## src/verilog/eal_pkg.sv

```systemverilog
// Purpose: Shared constants and types of the EEPROM autoload and access block
// Assumes: Two-wire serial EEPROM holding 16-bit configuration words
// Notes: Divider figures are ratios of the core clock, applied to sys_clk
package eal_pkg;
	// Register byte offsets
	localparam logic [7:0] REG_CTRL_OFS = 8'h70;
	localparam logic [7:0] REG_IRQ_STAT_OFS = 8'h80;
	localparam logic [7:0] REG_IRQ_MASK_OFS = 8'h84;
	// Control/status field positions
	localparam int GO_BIT = 0;
	localparam int CMD_BIT = 1;
	localparam int ERR_BIT = 2;
	localparam int DONE_BIT = 3;
	localparam int DIV_LO = 4;
	localparam int AL_DIS_BIT = 6;
	localparam int FAST_BIT = 7;
	localparam int ACTIVE_BIT = 8;
	localparam int WADDR_LO = 9;
	localparam int DATA_LO = 16;
	// Interrupt status bit positions
	localparam int IRQ_DONE = 0;
	localparam int IRQ_ERR = 1;
	localparam int IRQ_AL = 2;
	// Reset values
	localparam logic [1:0] DIV_SEL_RST = 2'h0;
	localparam logic [6:0] WADDR_RST = 7'h00;
	localparam logic [15:0] DATA_RST = 16'h0000;
	localparam logic [2:0] IRQ_RST = 3'h0;
	// Divide ratios per select code, and the fast autoload factor
	localparam logic [12:0] DIV_SEL0 = 13'h1000;
	localparam logic [12:0] DIV_SEL1 = 13'h0800;
	localparam logic [12:0] DIV_SEL2 = 13'h0400;
	localparam logic [12:0] DIV_SEL3 = 13'h0080;
	localparam int FAST_SHIFT = 5;
	// Serial protocol
	localparam logic [7:0] DEV_WR_CODE = 8'hA0;
	localparam logic [6:0] AUTOLOAD_WORDS = 7'h04;

	typedef enum logic [1:0] {
		OP_START = 2'b00,
		OP_STOP = 2'b01,
		OP_WRITE = 2'b10,
		OP_READ = 2'b11
	} eal_op_type;

	typedef struct packed {
		logic [7:0] addr;
		logic [31:0] wdata;
		logic wr;
		logic rd;
	} eal_bus_req_type;

	typedef struct packed {
		logic valid;
		logic [6:0] addr;
		logic [15:0] data;
	} eal_cfg_word_type;
endpackage : eal_pkg

```

## src/verilog/eal_bit_engine.sv

```systemverilog
// Purpose: Two-wire byte engine: start, stop, write byte, read byte
// Assumes: Data line is open drain with a pull-up outside
// Notes: Data only changes while the serial clock is low, except for the start and stop conditions
`timescale 1ns/1ns
module eal_bit_engine (
	input wire logic sys_clk,
	input wire logic rst,
	input wire logic tick,
	input wire logic cmd_valid,
	input wire eal_pkg::eal_op_type cmd,
	input wire logic [7:0] wr_byte,
	input wire logic ack_bit,
	output logic busy,
	output logic done,
	output logic [7:0] rd_byte,
	output logic ack_ok,
	output logic scl_o,
	input wire logic sda_i,
	output logic sda_o,
	output logic sda_oe
);
	import eal_pkg::*;

	eal_op_type op_reg;
	logic busy_reg;
	logic done_reg;
	logic [1:0] q_reg;
	logic [3:0] bit_reg;
	logic [8:0] sh_reg;
	logic samp_reg;
	logic scl_reg;
	logic sda_reg;
	logic sda_s1_reg;
	logic sda_s2_reg;
	logic last;

	assign last = (q_reg == 2'h3) && (op_reg == OP_START || op_reg == OP_STOP || bit_reg == 4'h8);

	always_ff @(posedge sys_clk or posedge rst) begin
		if (rst) begin
			sda_s1_reg <= 1'b1;
			sda_s2_reg <= 1'b1;
		end else begin
			sda_s1_reg <= sda_i;
			sda_s2_reg <= sda_s1_reg;
		end
	end

	always_ff @(posedge sys_clk or posedge rst) begin
		if (rst) begin
			op_reg <= OP_STOP;
			busy_reg <= 1'b0;
			done_reg <= 1'b0;
			q_reg <= 2'h0;
			bit_reg <= 4'h0;
			sh_reg <= 9'h1FF;
			samp_reg <= 1'b1;
		end else begin
			done_reg <= 1'b0;
			if (!busy_reg && cmd_valid) begin
				op_reg <= cmd;
				busy_reg <= 1'b1;
				q_reg <= 2'h0;
				bit_reg <= 4'h0;
				sh_reg <= (cmd == OP_READ) ? {8'hFF, ack_bit} : {wr_byte, 1'b1};
			end else if (busy_reg && tick) begin
				q_reg <= q_reg + 2'h1;
				if (q_reg == 2'h2) begin
					samp_reg <= sda_s2_reg;
				end
				if (q_reg == 2'h3) begin
					sh_reg <= {sh_reg[7:0], samp_reg};
					bit_reg <= bit_reg + 4'h1;
				end
				if (last) begin
					busy_reg <= 1'b0;
					done_reg <= 1'b1;
				end
			end
		end
	end

	// Line levels per quarter; idle holds the last levels
	always_ff @(posedge sys_clk or posedge rst) begin
		if (rst) begin
			scl_reg <= 1'b1;
			sda_reg <= 1'b1;
		end else if (busy_reg && tick) begin
			unique case (op_reg)
				OP_START: begin
					scl_reg <= (q_reg == 2'h0) || (q_reg == 2'h1);
					sda_reg <= (q_reg == 2'h0);
				end
				OP_STOP: begin
					scl_reg <= 1'b1;
					sda_reg <= (q_reg != 2'h0);
				end
				default: begin
					scl_reg <= (q_reg == 2'h0) || (q_reg == 2'h1);
					sda_reg <= (q_reg == 2'h3) ? sh_reg[7] : sh_reg[8];
				end
			endcase
		end else if (!busy_reg && cmd_valid) begin
			// Preset data with the clock low, so data never moves beside a clock edge
			scl_reg <= 1'b0;
			sda_reg <= (cmd == OP_WRITE) ? wr_byte[7] : (cmd != OP_STOP);
		end
	end

	assign busy = busy_reg;
	assign done = done_reg;
	assign rd_byte = sh_reg[8:1];
	assign ack_ok = !sh_reg[0];
	assign scl_o = scl_reg;
	assign sda_o = 1'b0;
	assign sda_oe = !sda_reg;
endmodule : eal_bit_engine

```

## src/verilog/eal_clk_div.sv

```systemverilog
// Purpose: Quarter-bit tick for the serial EEPROM clock
// Assumes: Select and fast inputs come from the same clock domain
// Notes: One serial bit takes four ticks
`timescale 1ns/1ns
module eal_clk_div (
	input wire logic sys_clk,
	input wire logic rst,
	input wire logic [1:0] div_sel,
	input wire logic fast,
	output logic tick
);
	import eal_pkg::*;

	logic [12:0] ratio;
	logic [10:0] limit;
	logic [10:0] cnt_reg;

	always_comb begin
		unique case (div_sel)
			2'b00: ratio = DIV_SEL0;
			2'b01: ratio = DIV_SEL1;
			2'b10: ratio = DIV_SEL2;
			2'b11: ratio = DIV_SEL3;
		endcase
		limit = fast ? 11'(ratio >> (2 + FAST_SHIFT)) : 11'(ratio >> 2);
		if (limit == 11'h000) begin
			limit = 11'h001;
		end
	end

	always_ff @(posedge sys_clk or posedge rst) begin
		if (rst) begin
			cnt_reg <= 11'h000;
		end else if (cnt_reg + 11'h001 >= limit) begin
			cnt_reg <= 11'h000;
		end else begin
			cnt_reg <= cnt_reg + 11'h001;
		end
	end

	assign tick = (cnt_reg + 11'h001 >= limit);
endmodule : eal_clk_div

```

## src/verilog/eal_top.sv

```systemverilog
// Purpose: EEPROM configuration autoload and software word access
// Assumes: Register port master never issues read and write together
// Notes: Interrupt status bits are write-one-to-clear, set wins
`timescale 1ns/1ns

// Function
// - A 0 to 1 write of the start bit launches one access; command picks read/write.
// - Hardware clears the start bit when its access is finished.
// - Error flag set when any expected acknowledge is missing in a cycle.
// - Autoload-complete bit is 1 only after a successful autoload.
// - Serial clock divides the core clock by 4096, 2048, 1024 or 128.
// - Autoload runs when the disable bit is 0, skipped when it is 1.
// - Fast bit runs the autoload 32 times faster.
// - In-progress bit is 1 exactly while autoload runs.
// - Word-address field bits 15:9 locates the software access.
// - Data field bits 31:16 is the word written by a software write.
module eal_top (
	input wire logic sys_clk,
	input wire logic rst,
	input wire eal_pkg::eal_bus_req_type bus_req,
	output logic [31:0] rdata,
	output logic irq,
	output eal_pkg::eal_cfg_word_type cfg_out,
	output logic scl_o,
	input wire logic sda_i,
	output logic sda_o,
	output logic sda_oe
);
	import eal_pkg::*;

	typedef enum logic [1:0] {
		S_IDLE = 2'b00,
		S_ISSUE = 2'b01,
		S_WAIT = 2'b10,
		S_FIN = 2'b11
	} eal_state_type;

	eal_state_type state_reg;
	logic go_reg;
	logic cmd_reg;
	logic err_reg;
	logic complete_reg;
	logic [1:0] div_sel_reg;
	logic dis_reg;
	logic fast_reg;
	logic al_reg;
	logic al_pend_reg;
	logic [6:0] waddr_reg;
	logic [15:0] data_reg;
	logic [2:0] irq_stat_reg;
	logic [2:0] irq_mask_reg;
	logic [31:0] rdata_reg;
	eal_cfg_word_type cfg_reg;
	logic [2:0] step_reg;
	logic is_rd_reg;
	logic [6:0] cur_addr_reg;
	logic [15:0] rd_word_reg;

	logic tick;
	logic eng_done;
	logic [7:0] rd_byte;
	logic ack_ok;
	eal_op_type op;
	logic [7:0] wbyte;
	logic ack_bit;
	logic [2:0] stop_step;
	logic [31:0] ctrl_view;
	logic wr_ctrl;
	logic wr_stat;
	logic wr_mask;
	logic start_sw;
	logic start_al;
	logic dis_now;
	logic nack;
	logic [2:0] irq_set;

	assign wr_ctrl = bus_req.wr && bus_req.addr == REG_CTRL_OFS;
	assign wr_stat = bus_req.wr && bus_req.addr == REG_IRQ_STAT_OFS;
	assign wr_mask = bus_req.wr && bus_req.addr == REG_IRQ_MASK_OFS;
	// A disable write in the deciding cycle still counts, else the bit could never skip
	assign dis_now = wr_ctrl ? bus_req.wdata[AL_DIS_BIT] : dis_reg;
	assign start_al = state_reg == S_IDLE && al_pend_reg && !dis_now;
	assign start_sw = state_reg == S_IDLE && !al_pend_reg && go_reg;
	assign stop_step = is_rd_reg ? 3'h7 : 3'h5;
	assign nack = state_reg == S_WAIT && eng_done && op == OP_WRITE && !ack_ok;

	// Autoload speed only affects autoload traffic
	eal_clk_div u_div (
		.sys_clk(sys_clk),
		.rst(rst),
		.div_sel(div_sel_reg),
		.fast(fast_reg && al_reg),
		.tick(tick)
	);

	eal_bit_engine u_eng (
		.sys_clk(sys_clk),
		.rst(rst),
		.tick(tick),
		.cmd_valid(state_reg == S_ISSUE),
		.cmd(op),
		.wr_byte(wbyte),
		.ack_bit(ack_bit),
		.busy(),
		.done(eng_done),
		.rd_byte(rd_byte),
		.ack_ok(ack_ok),
		.scl_o(scl_o),
		.sda_i(sda_i),
		.sda_o(sda_o),
		.sda_oe(sda_oe)
	);

	// Per-step operation of one word transfer
	always_comb begin
		op = OP_STOP;
		wbyte = 8'hFF;
		ack_bit = 1'b1;
		unique case (step_reg)
			3'h0: op = OP_START;
			3'h1: begin
				op = OP_WRITE;
				wbyte = DEV_WR_CODE;
			end
			3'h2: begin
				op = OP_WRITE;
				wbyte = {cur_addr_reg, 1'b0};
			end
			3'h3: begin
				op = is_rd_reg ? OP_START : OP_WRITE;
				wbyte = data_reg[15:8];
			end
			3'h4: begin
				op = OP_WRITE;
				wbyte = is_rd_reg ? (DEV_WR_CODE | 8'h01) : data_reg[7:0];
			end
			3'h5: begin
				op = is_rd_reg ? OP_READ : OP_STOP;
				ack_bit = 1'b0;
			end
			3'h6: op = OP_READ;
			3'h7: op = OP_STOP;
		endcase
	end

	// Access sequencer
	always_ff @(posedge sys_clk or posedge rst) begin
		if (rst) begin
			state_reg <= S_IDLE;
			step_reg <= 3'h0;
			is_rd_reg <= 1'b0;
			cur_addr_reg <= WADDR_RST;
			rd_word_reg <= DATA_RST;
		end else begin
			unique case (state_reg)
				S_IDLE: begin
					step_reg <= 3'h0;
					if (start_al) begin
						is_rd_reg <= 1'b1;
						cur_addr_reg <= WADDR_RST;
						state_reg <= S_ISSUE;
					end else if (start_sw) begin
						is_rd_reg <= !cmd_reg;
						cur_addr_reg <= waddr_reg;
						state_reg <= S_ISSUE;
					end
				end
				S_ISSUE: state_reg <= S_WAIT;
				S_WAIT: begin
					if (eng_done) begin
						if (step_reg == 3'h5 && is_rd_reg) begin
							rd_word_reg[15:8] <= rd_byte;
						end
						if (step_reg == 3'h6) begin
							rd_word_reg[7:0] <= rd_byte;
						end
						if (step_reg == stop_step) begin
							state_reg <= S_FIN;
						end else begin
							step_reg <= nack ? stop_step : step_reg + 3'h1;
							state_reg <= S_ISSUE;
						end
					end
				end
				S_FIN: begin
					step_reg <= 3'h0;
					if (al_reg && !err_reg && cur_addr_reg + 7'h01 < AUTOLOAD_WORDS) begin
						cur_addr_reg <= cur_addr_reg + 7'h01;
						state_reg <= S_ISSUE;
					end else begin
						state_reg <= S_IDLE;
					end
				end
			endcase
		end
	end

	// Autoload bookkeeping
	always_ff @(posedge sys_clk or posedge rst) begin
		if (rst) begin
			al_pend_reg <= 1'b1;
			al_reg <= 1'b0;
			complete_reg <= 1'b0;
		end else begin
			if (state_reg == S_IDLE && al_pend_reg) begin
				al_pend_reg <= 1'b0;
				al_reg <= !dis_now;
				complete_reg <= 1'b0;
			end else if (state_reg == S_FIN && al_reg &&
				(err_reg || cur_addr_reg + 7'h01 >= AUTOLOAD_WORDS)) begin
				al_reg <= 1'b0;
				complete_reg <= !err_reg;
			end
		end
	end

	always_ff @(posedge sys_clk or posedge rst) begin
		if (rst) begin
			cfg_reg <= '0;
		end else begin
			cfg_reg.valid <= state_reg == S_FIN && al_reg && !err_reg;
			cfg_reg.addr <= cur_addr_reg;
			cfg_reg.data <= rd_word_reg;
		end
	end

	// Error flag reflects the latest cycle only
	always_ff @(posedge sys_clk or posedge rst) begin
		if (rst) begin
			err_reg <= 1'b0;
		end else if (start_al || start_sw) begin
			err_reg <= 1'b0;
		end else if (nack) begin
			err_reg <= 1'b1;
		end
	end

	// Start bit: only a 0 to 1 write arms a cycle
	always_ff @(posedge sys_clk or posedge rst) begin
		if (rst) begin
			go_reg <= 1'b0;
		end else if (state_reg == S_FIN && !al_reg) begin
			go_reg <= 1'b0;
		end else if (wr_ctrl && bus_req.wdata[GO_BIT] && !go_reg) begin
			go_reg <= 1'b1;
		end
	end

	always_ff @(posedge sys_clk or posedge rst) begin
		if (rst) begin
			cmd_reg <= 1'b0;
			div_sel_reg <= DIV_SEL_RST;
			dis_reg <= 1'b0;
			fast_reg <= 1'b0;
			waddr_reg <= WADDR_RST;
		end else if (wr_ctrl) begin
			cmd_reg <= bus_req.wdata[CMD_BIT];
			div_sel_reg <= bus_req.wdata[DIV_LO +: 2];
			dis_reg <= bus_req.wdata[AL_DIS_BIT];
			fast_reg <= bus_req.wdata[FAST_BIT];
			waddr_reg <= bus_req.wdata[WADDR_LO +: 7];
		end
	end

	// Read result beats a software write landing in the same cycle
	always_ff @(posedge sys_clk or posedge rst) begin
		if (rst) begin
			data_reg <= DATA_RST;
		end else if (state_reg == S_FIN && !al_reg && is_rd_reg && !err_reg) begin
			data_reg <= rd_word_reg;
		end else if (wr_ctrl) begin
			data_reg <= bus_req.wdata[DATA_LO +: 16];
		end
	end

	// Interrupt status and mask
	always_comb begin
		irq_set = 3'h0;
		irq_set[IRQ_DONE] = state_reg == S_FIN && !al_reg;
		irq_set[IRQ_ERR] = nack;
		irq_set[IRQ_AL] = state_reg == S_FIN && al_reg && (err_reg || cur_addr_reg + 7'h01 >= AUTOLOAD_WORDS);
	end

	always_ff @(posedge sys_clk or posedge rst) begin
		if (rst) begin
			irq_stat_reg <= IRQ_RST;
		end else begin
			irq_stat_reg <= (irq_stat_reg & ~(wr_stat ? bus_req.wdata[2:0] : 3'h0)) | irq_set;
		end
	end

	always_ff @(posedge sys_clk or posedge rst) begin
		if (rst) begin
			irq_mask_reg <= IRQ_RST;
		end else if (wr_mask) begin
			irq_mask_reg <= bus_req.wdata[2:0];
		end
	end

	always_comb begin
		ctrl_view = 32'h0000_0000;
		ctrl_view[GO_BIT] = go_reg;
		ctrl_view[CMD_BIT] = cmd_reg;
		ctrl_view[ERR_BIT] = err_reg;
		ctrl_view[DONE_BIT] = complete_reg;
		ctrl_view[DIV_LO +: 2] = div_sel_reg;
		ctrl_view[AL_DIS_BIT] = dis_reg;
		ctrl_view[FAST_BIT] = fast_reg;
		ctrl_view[ACTIVE_BIT] = al_reg;
		ctrl_view[WADDR_LO +: 7] = waddr_reg;
		ctrl_view[DATA_LO +: 16] = data_reg;
	end

	always_ff @(posedge sys_clk or posedge rst) begin
		if (rst) begin
			rdata_reg <= 32'h0000_0000;
		end else if (bus_req.rd) begin
			unique case (bus_req.addr)
				REG_CTRL_OFS: rdata_reg <= ctrl_view;
				REG_IRQ_STAT_OFS: rdata_reg <= {29'h0000_0000, irq_stat_reg};
				REG_IRQ_MASK_OFS: rdata_reg <= {29'h0000_0000, irq_mask_reg};
				default: rdata_reg <= 32'h0000_0000;
			endcase
		end else begin
			rdata_reg <= 32'h0000_0000;
		end
	end

	assign rdata = rdata_reg;
	assign irq = |(irq_stat_reg & irq_mask_reg);
	assign cfg_out = cfg_reg;
endmodule : eal_top
```

## config.mk

```make
export PLATFORM = sky130hd
export DESIGN_NAME = eal_top
export DESIGN_NICKNAME = d
export VERILOG_FILES = /design/src/verilog/eal_pkg.sv /design/src/verilog/eal_bit_engine.sv /design/src/verilog/eal_clk_div.sv /design/src/verilog/eal_top.sv
export SDC_FILE = /design/constraint.sdc
export NUM_CORES = 1
export LEC_CHECK = 0
export ABC_AREA = 1
export BUFFER_PORTS_ARGS = -buffer_cell sky130_fd_sc_hd__clkbuf_2
export CAP_MARGIN = 30
export CELL_PAD_IN_SITES_DETAIL_PLACEMENT = 0
export CELL_PAD_IN_SITES_GLOBAL_PLACEMENT = 1
export CORE_MARGIN = 5
export CORE_UTILIZATION = 40
export CTS_BUF_LIST = sky130_fd_sc_hd__clkbuf_8
export DETAILED_ROUTE_END_ITERATION = 8
export GPL_TIMING_DRIVEN = 1
export MAX_ROUTING_LAYER = met4
export PLACE_DENSITY = 0.8
export SLEW_MARGIN = 20
export SYNTH_ARGS = -nofsm -noshare
export SYNTH_HDL_FRONTEND = slang
export SYNTH_SLANG_ARGS = --single-unit
```

## constraint.sdc

```tcl
create_clock -name sys_clk -period 5.8 [get_ports sys_clk]
set_input_delay 1.16 -clock sys_clk [delete_from_list [all_inputs] [get_ports sys_clk]]
set_output_delay 1.16 -clock sys_clk [all_outputs]
set_load 0.01 [all_outputs]
```

==> run_results.csv <==
group,metric,value,unit
status,status,"finished clean",
cts,cts-root-buf,"clkbuf_8",
synthesis,ys.flop_type,"dfrtp_1",
detailed_routing,drcViolationCount,0,
setup_path,cp_max_fo,23,
setup_path,cp_slowest_cell,"dfrtp_1",
die,dieArea,21430,um2
setup_path,max_stage_delay,0.43,ns
timing,fin_setup_tns,0,ns
cts,cts.path.max_buffers,2,
synthesis,ys_top_cells_by_count,"nand2_1 (190), dfrtp_1 (143), inv_1 (115)",
detailed_routing,antenna_left,0,
synthesis,synth_cell_types,45,
setup_path,arrival,3.25,ns
setup_path,cp_common_cell,"nand2_1",
finish,utilization,47.26,%
detailed_routing,drt-pass1-iter-count,5,
global_routing,grt_pass1_vias,5642,
die,initial_utilization,41.01,%
synthesis,yosys.area.top_type,"dfrtp_1",
die,die_w,146.4,um
global_routing,overflow,0,
timing,fin_crit_sh,49.80,%
cts,numClockSinks,159,
job,maxCapViolations,0,
detailed_routing,routed_via_density,4.843,
finish,diodes,0,
power,p_leak,4.436,nW
synthesis,synth-edff-count,0,
setup_path,end_kind,"flop",
die,rows,49,
cts,hold_buffers,0,
timing,max_slew.worst_pin.slew,0.7653,ns
cts,cts_tree,"built",
setup_path,r2r_cells,14,
detailed_routing,routed_wl,17.26,mm
min_path,hold_depth,0,
die,pin_count,105,
detailed_routing,drt_iter0_drc,401,
timing,final.min_clock_period,2.888,ns
global_routing,grt_pass1_wl,28.93,mm
setup_path,worstSetupPathType,"reg -> reg",
setup_path,cp-start-kind,"flop",
finish,n_fill_cell,1788,
timing,slew_headroom,48.67,%
synthesis,syn_inst,839,
power,ir_drop,0.1408,mV
detailed_routing,vias,5724,
synthesis,yosysWarnings,0,
synthesis,seq_area_frac_synth,53.73,%
global_routing,antenna_found_initial,0,
synthesis,ys_top_cells_by_area,"dfrtp_1 (48%), nand2_1 (9.6%), inv_1 (5.8%), dfstp_2 (5.6%), o21ai_0 (5.2%)",
finish,largest_register_ff_count,32,
global_routing,grt_max_degree,64,
detailed_routing,drt-wirelength-per-cell,14.60,um
setup_path,cp_data_required_time,6.16,ns
min_path,hold_path_class,"reg -> reg",
setup_path,worstPathCellList,"ha_1 > nand3_2 > nor2_1 > nand2_1 > nor2_1 > nand3_1 > xor2_1 > ha_1 > a21oi_1 > nand2_4 > nand3_4 > nand2_2 > nand2_1 > nand2_1",
power,power_density,247.0,nW/um2
timing,hold_viol,0,
timing,setup_viol,0,
timing,skew,0.01231,ns
synthesis,async_reset_ff_share,100.0,%
placement,dp_hpwl,12.57,mm
die,chipHeight,146.4,um
cts,cts_buffers,17,
cts,clock_latency,0.46,ns
finish,area_growth,15.23,%
cts,cts_max_level,4,
synthesis,synth_top_area_share,48.08,%
placement,io_buffers,101,
synthesis,yosysMostFrequentCell,"nand2_1",
synthesis,ys_ff_latch,159,
cts,clkTransAtPathRegs,0.10,ns
cts,cts_setup_buffers,0,
synthesis,syn_avg_cell_area,8.870,um2
finish,final_layout_size_suffix_gt1_share,21.20,%
finish,fin_nets,1011,
timing,fmax,0.3462,GHz
synthesis,syn-cell-area,7442,um2
timing,maxSlewViolCount,0,
timing,grt_setup_unrepaired,"no",
die,core,18150,um2
cts,cts_resized,0,
global_routing,grt_use_total,17.17,%
synthesis,synth.net_count,910,
placement,routabilityCongestion,0.8128,
where the power goes:
| part | internal [mW] | switching, mW |
|---|---|---|
| Combinational | 0.0424 | 0.0977 |
| Clock | 0.369 | 0.462 |
| Sequential | 1.13 | 0.0162 |
cell type report:
type | instances | area [um2] | share of cell area, %
Inverter | 124 | 471.7 | 5.500
Sequential cell | 159 | 3999 | 46.63
Clock buffer | 18 | 247.7 | 2.889
Multi-Input combinational cell | 530 | 2840 | 33.12
Tap cell | 229 | 286.5 | 3.341
Timing Repair Buffer | 108 | 581.8 | 6.784
Clock inverter | 14 | 148.9 | 1.736
per-stage QoR:
stage | instances | power, mW | worst slack [ns] | area [um2] | hold slack, ns
finish | 1182 | 2.118 | 2.912 | 8576 | 0.3605
detailed placement | 1148 | 1.312 | 2.849 | 8160 | 0.3476
global route | 1182 | 2.213 | 2.612 | 8576 | 0.3687
floorplan | 839 | 1.262 | 0.3749 | 7442 | 0.3452
global placement | 1147 | 1.307 | 2.850 | 8133 | 0.3462
CTS | 1180 | 2.146 | 2.890 | 8557 | 0.3613
cell usage in the layout (no fill, tap or decap), types with 2 or more instances in the layout:
cell      count
inv_1       115
nand3_2       8
ha_1         26
o21ai_0      77
nand2_1     190
dfrtp_1     143
o211ai_1     11
nor2_1       54
inv_2         7
buf_4         5
a22oi_1       2
inv_6         5
or2_2         2
o21a_1        2
xor2_1       10
clkinv_4      4
clkbuf_8     18
nor3_1       29
a21oi_1       7
clkbuf_2    101
and3_1        2
nand3_1      51
inv_8         4
o221ai_1      5
o21ai_2       2
dfstp_2      16
nand3_4       3
nand2_4       5
nand2_2      10
nor2_2        4
nand4_1      11
o21ai_1       6
cells by family after synthesis:
kind of cell               Yosys count  synth area share (%)
buffers and inverters              150                 8.103
AOI/OAI and AO/OA                  117                 8.911
muxes                                1                0.1513
other                                1               0.05039
DFF                                159                 53.73
and+or+nand+nor                    374                 23.39
adders and majority gates           26                 4.371
xor gates and xnor gates            11                 1.295
metal layers:
layer / wire [um] / track usage [%] / up-vias / share of wire (%)
li1: - / - / 2886 / -
met1: 8367 / 23.20 / 2718 / 48
met2: 8081 / 26.14 / 105 / 47
met3: 619 / 3.688 / 15 / 3.6
met4: 193 / 5.221 / 0 / 1.1
met5: 0 / - / - / 0
final timing paths:
kind,startpoint,endpoint,slack (ns)
worst max-delay path,u_div.cnt_reg[0],u_eng.bit_reg[0],2.91
worst min-delay path,u_eng.sda_s1_reg,u_eng.sda_s2_reg,0.36
worst max register to register,u_div.cnt_reg[0],u_eng.bit_reg[0],2.91
worst min register to register,u_eng.sda_s1_reg,u_eng.sda_s2_reg,0.36
max in group asynchronous,rst,cfg_out[17],4.05
min in group asynchronous,rst,rdata[18],0.76
worst max-delay path, delay by kind of cell, from the launching register on:
kind,cells,cell delay [ns]
xor+xnor,1,0.20
fa+ha+maj,2,0.50
compound gates,1,0.26
flops,1,0.43
simple gates,10,1.37
No activity file was read; power rests on OpenSTA's default activity.
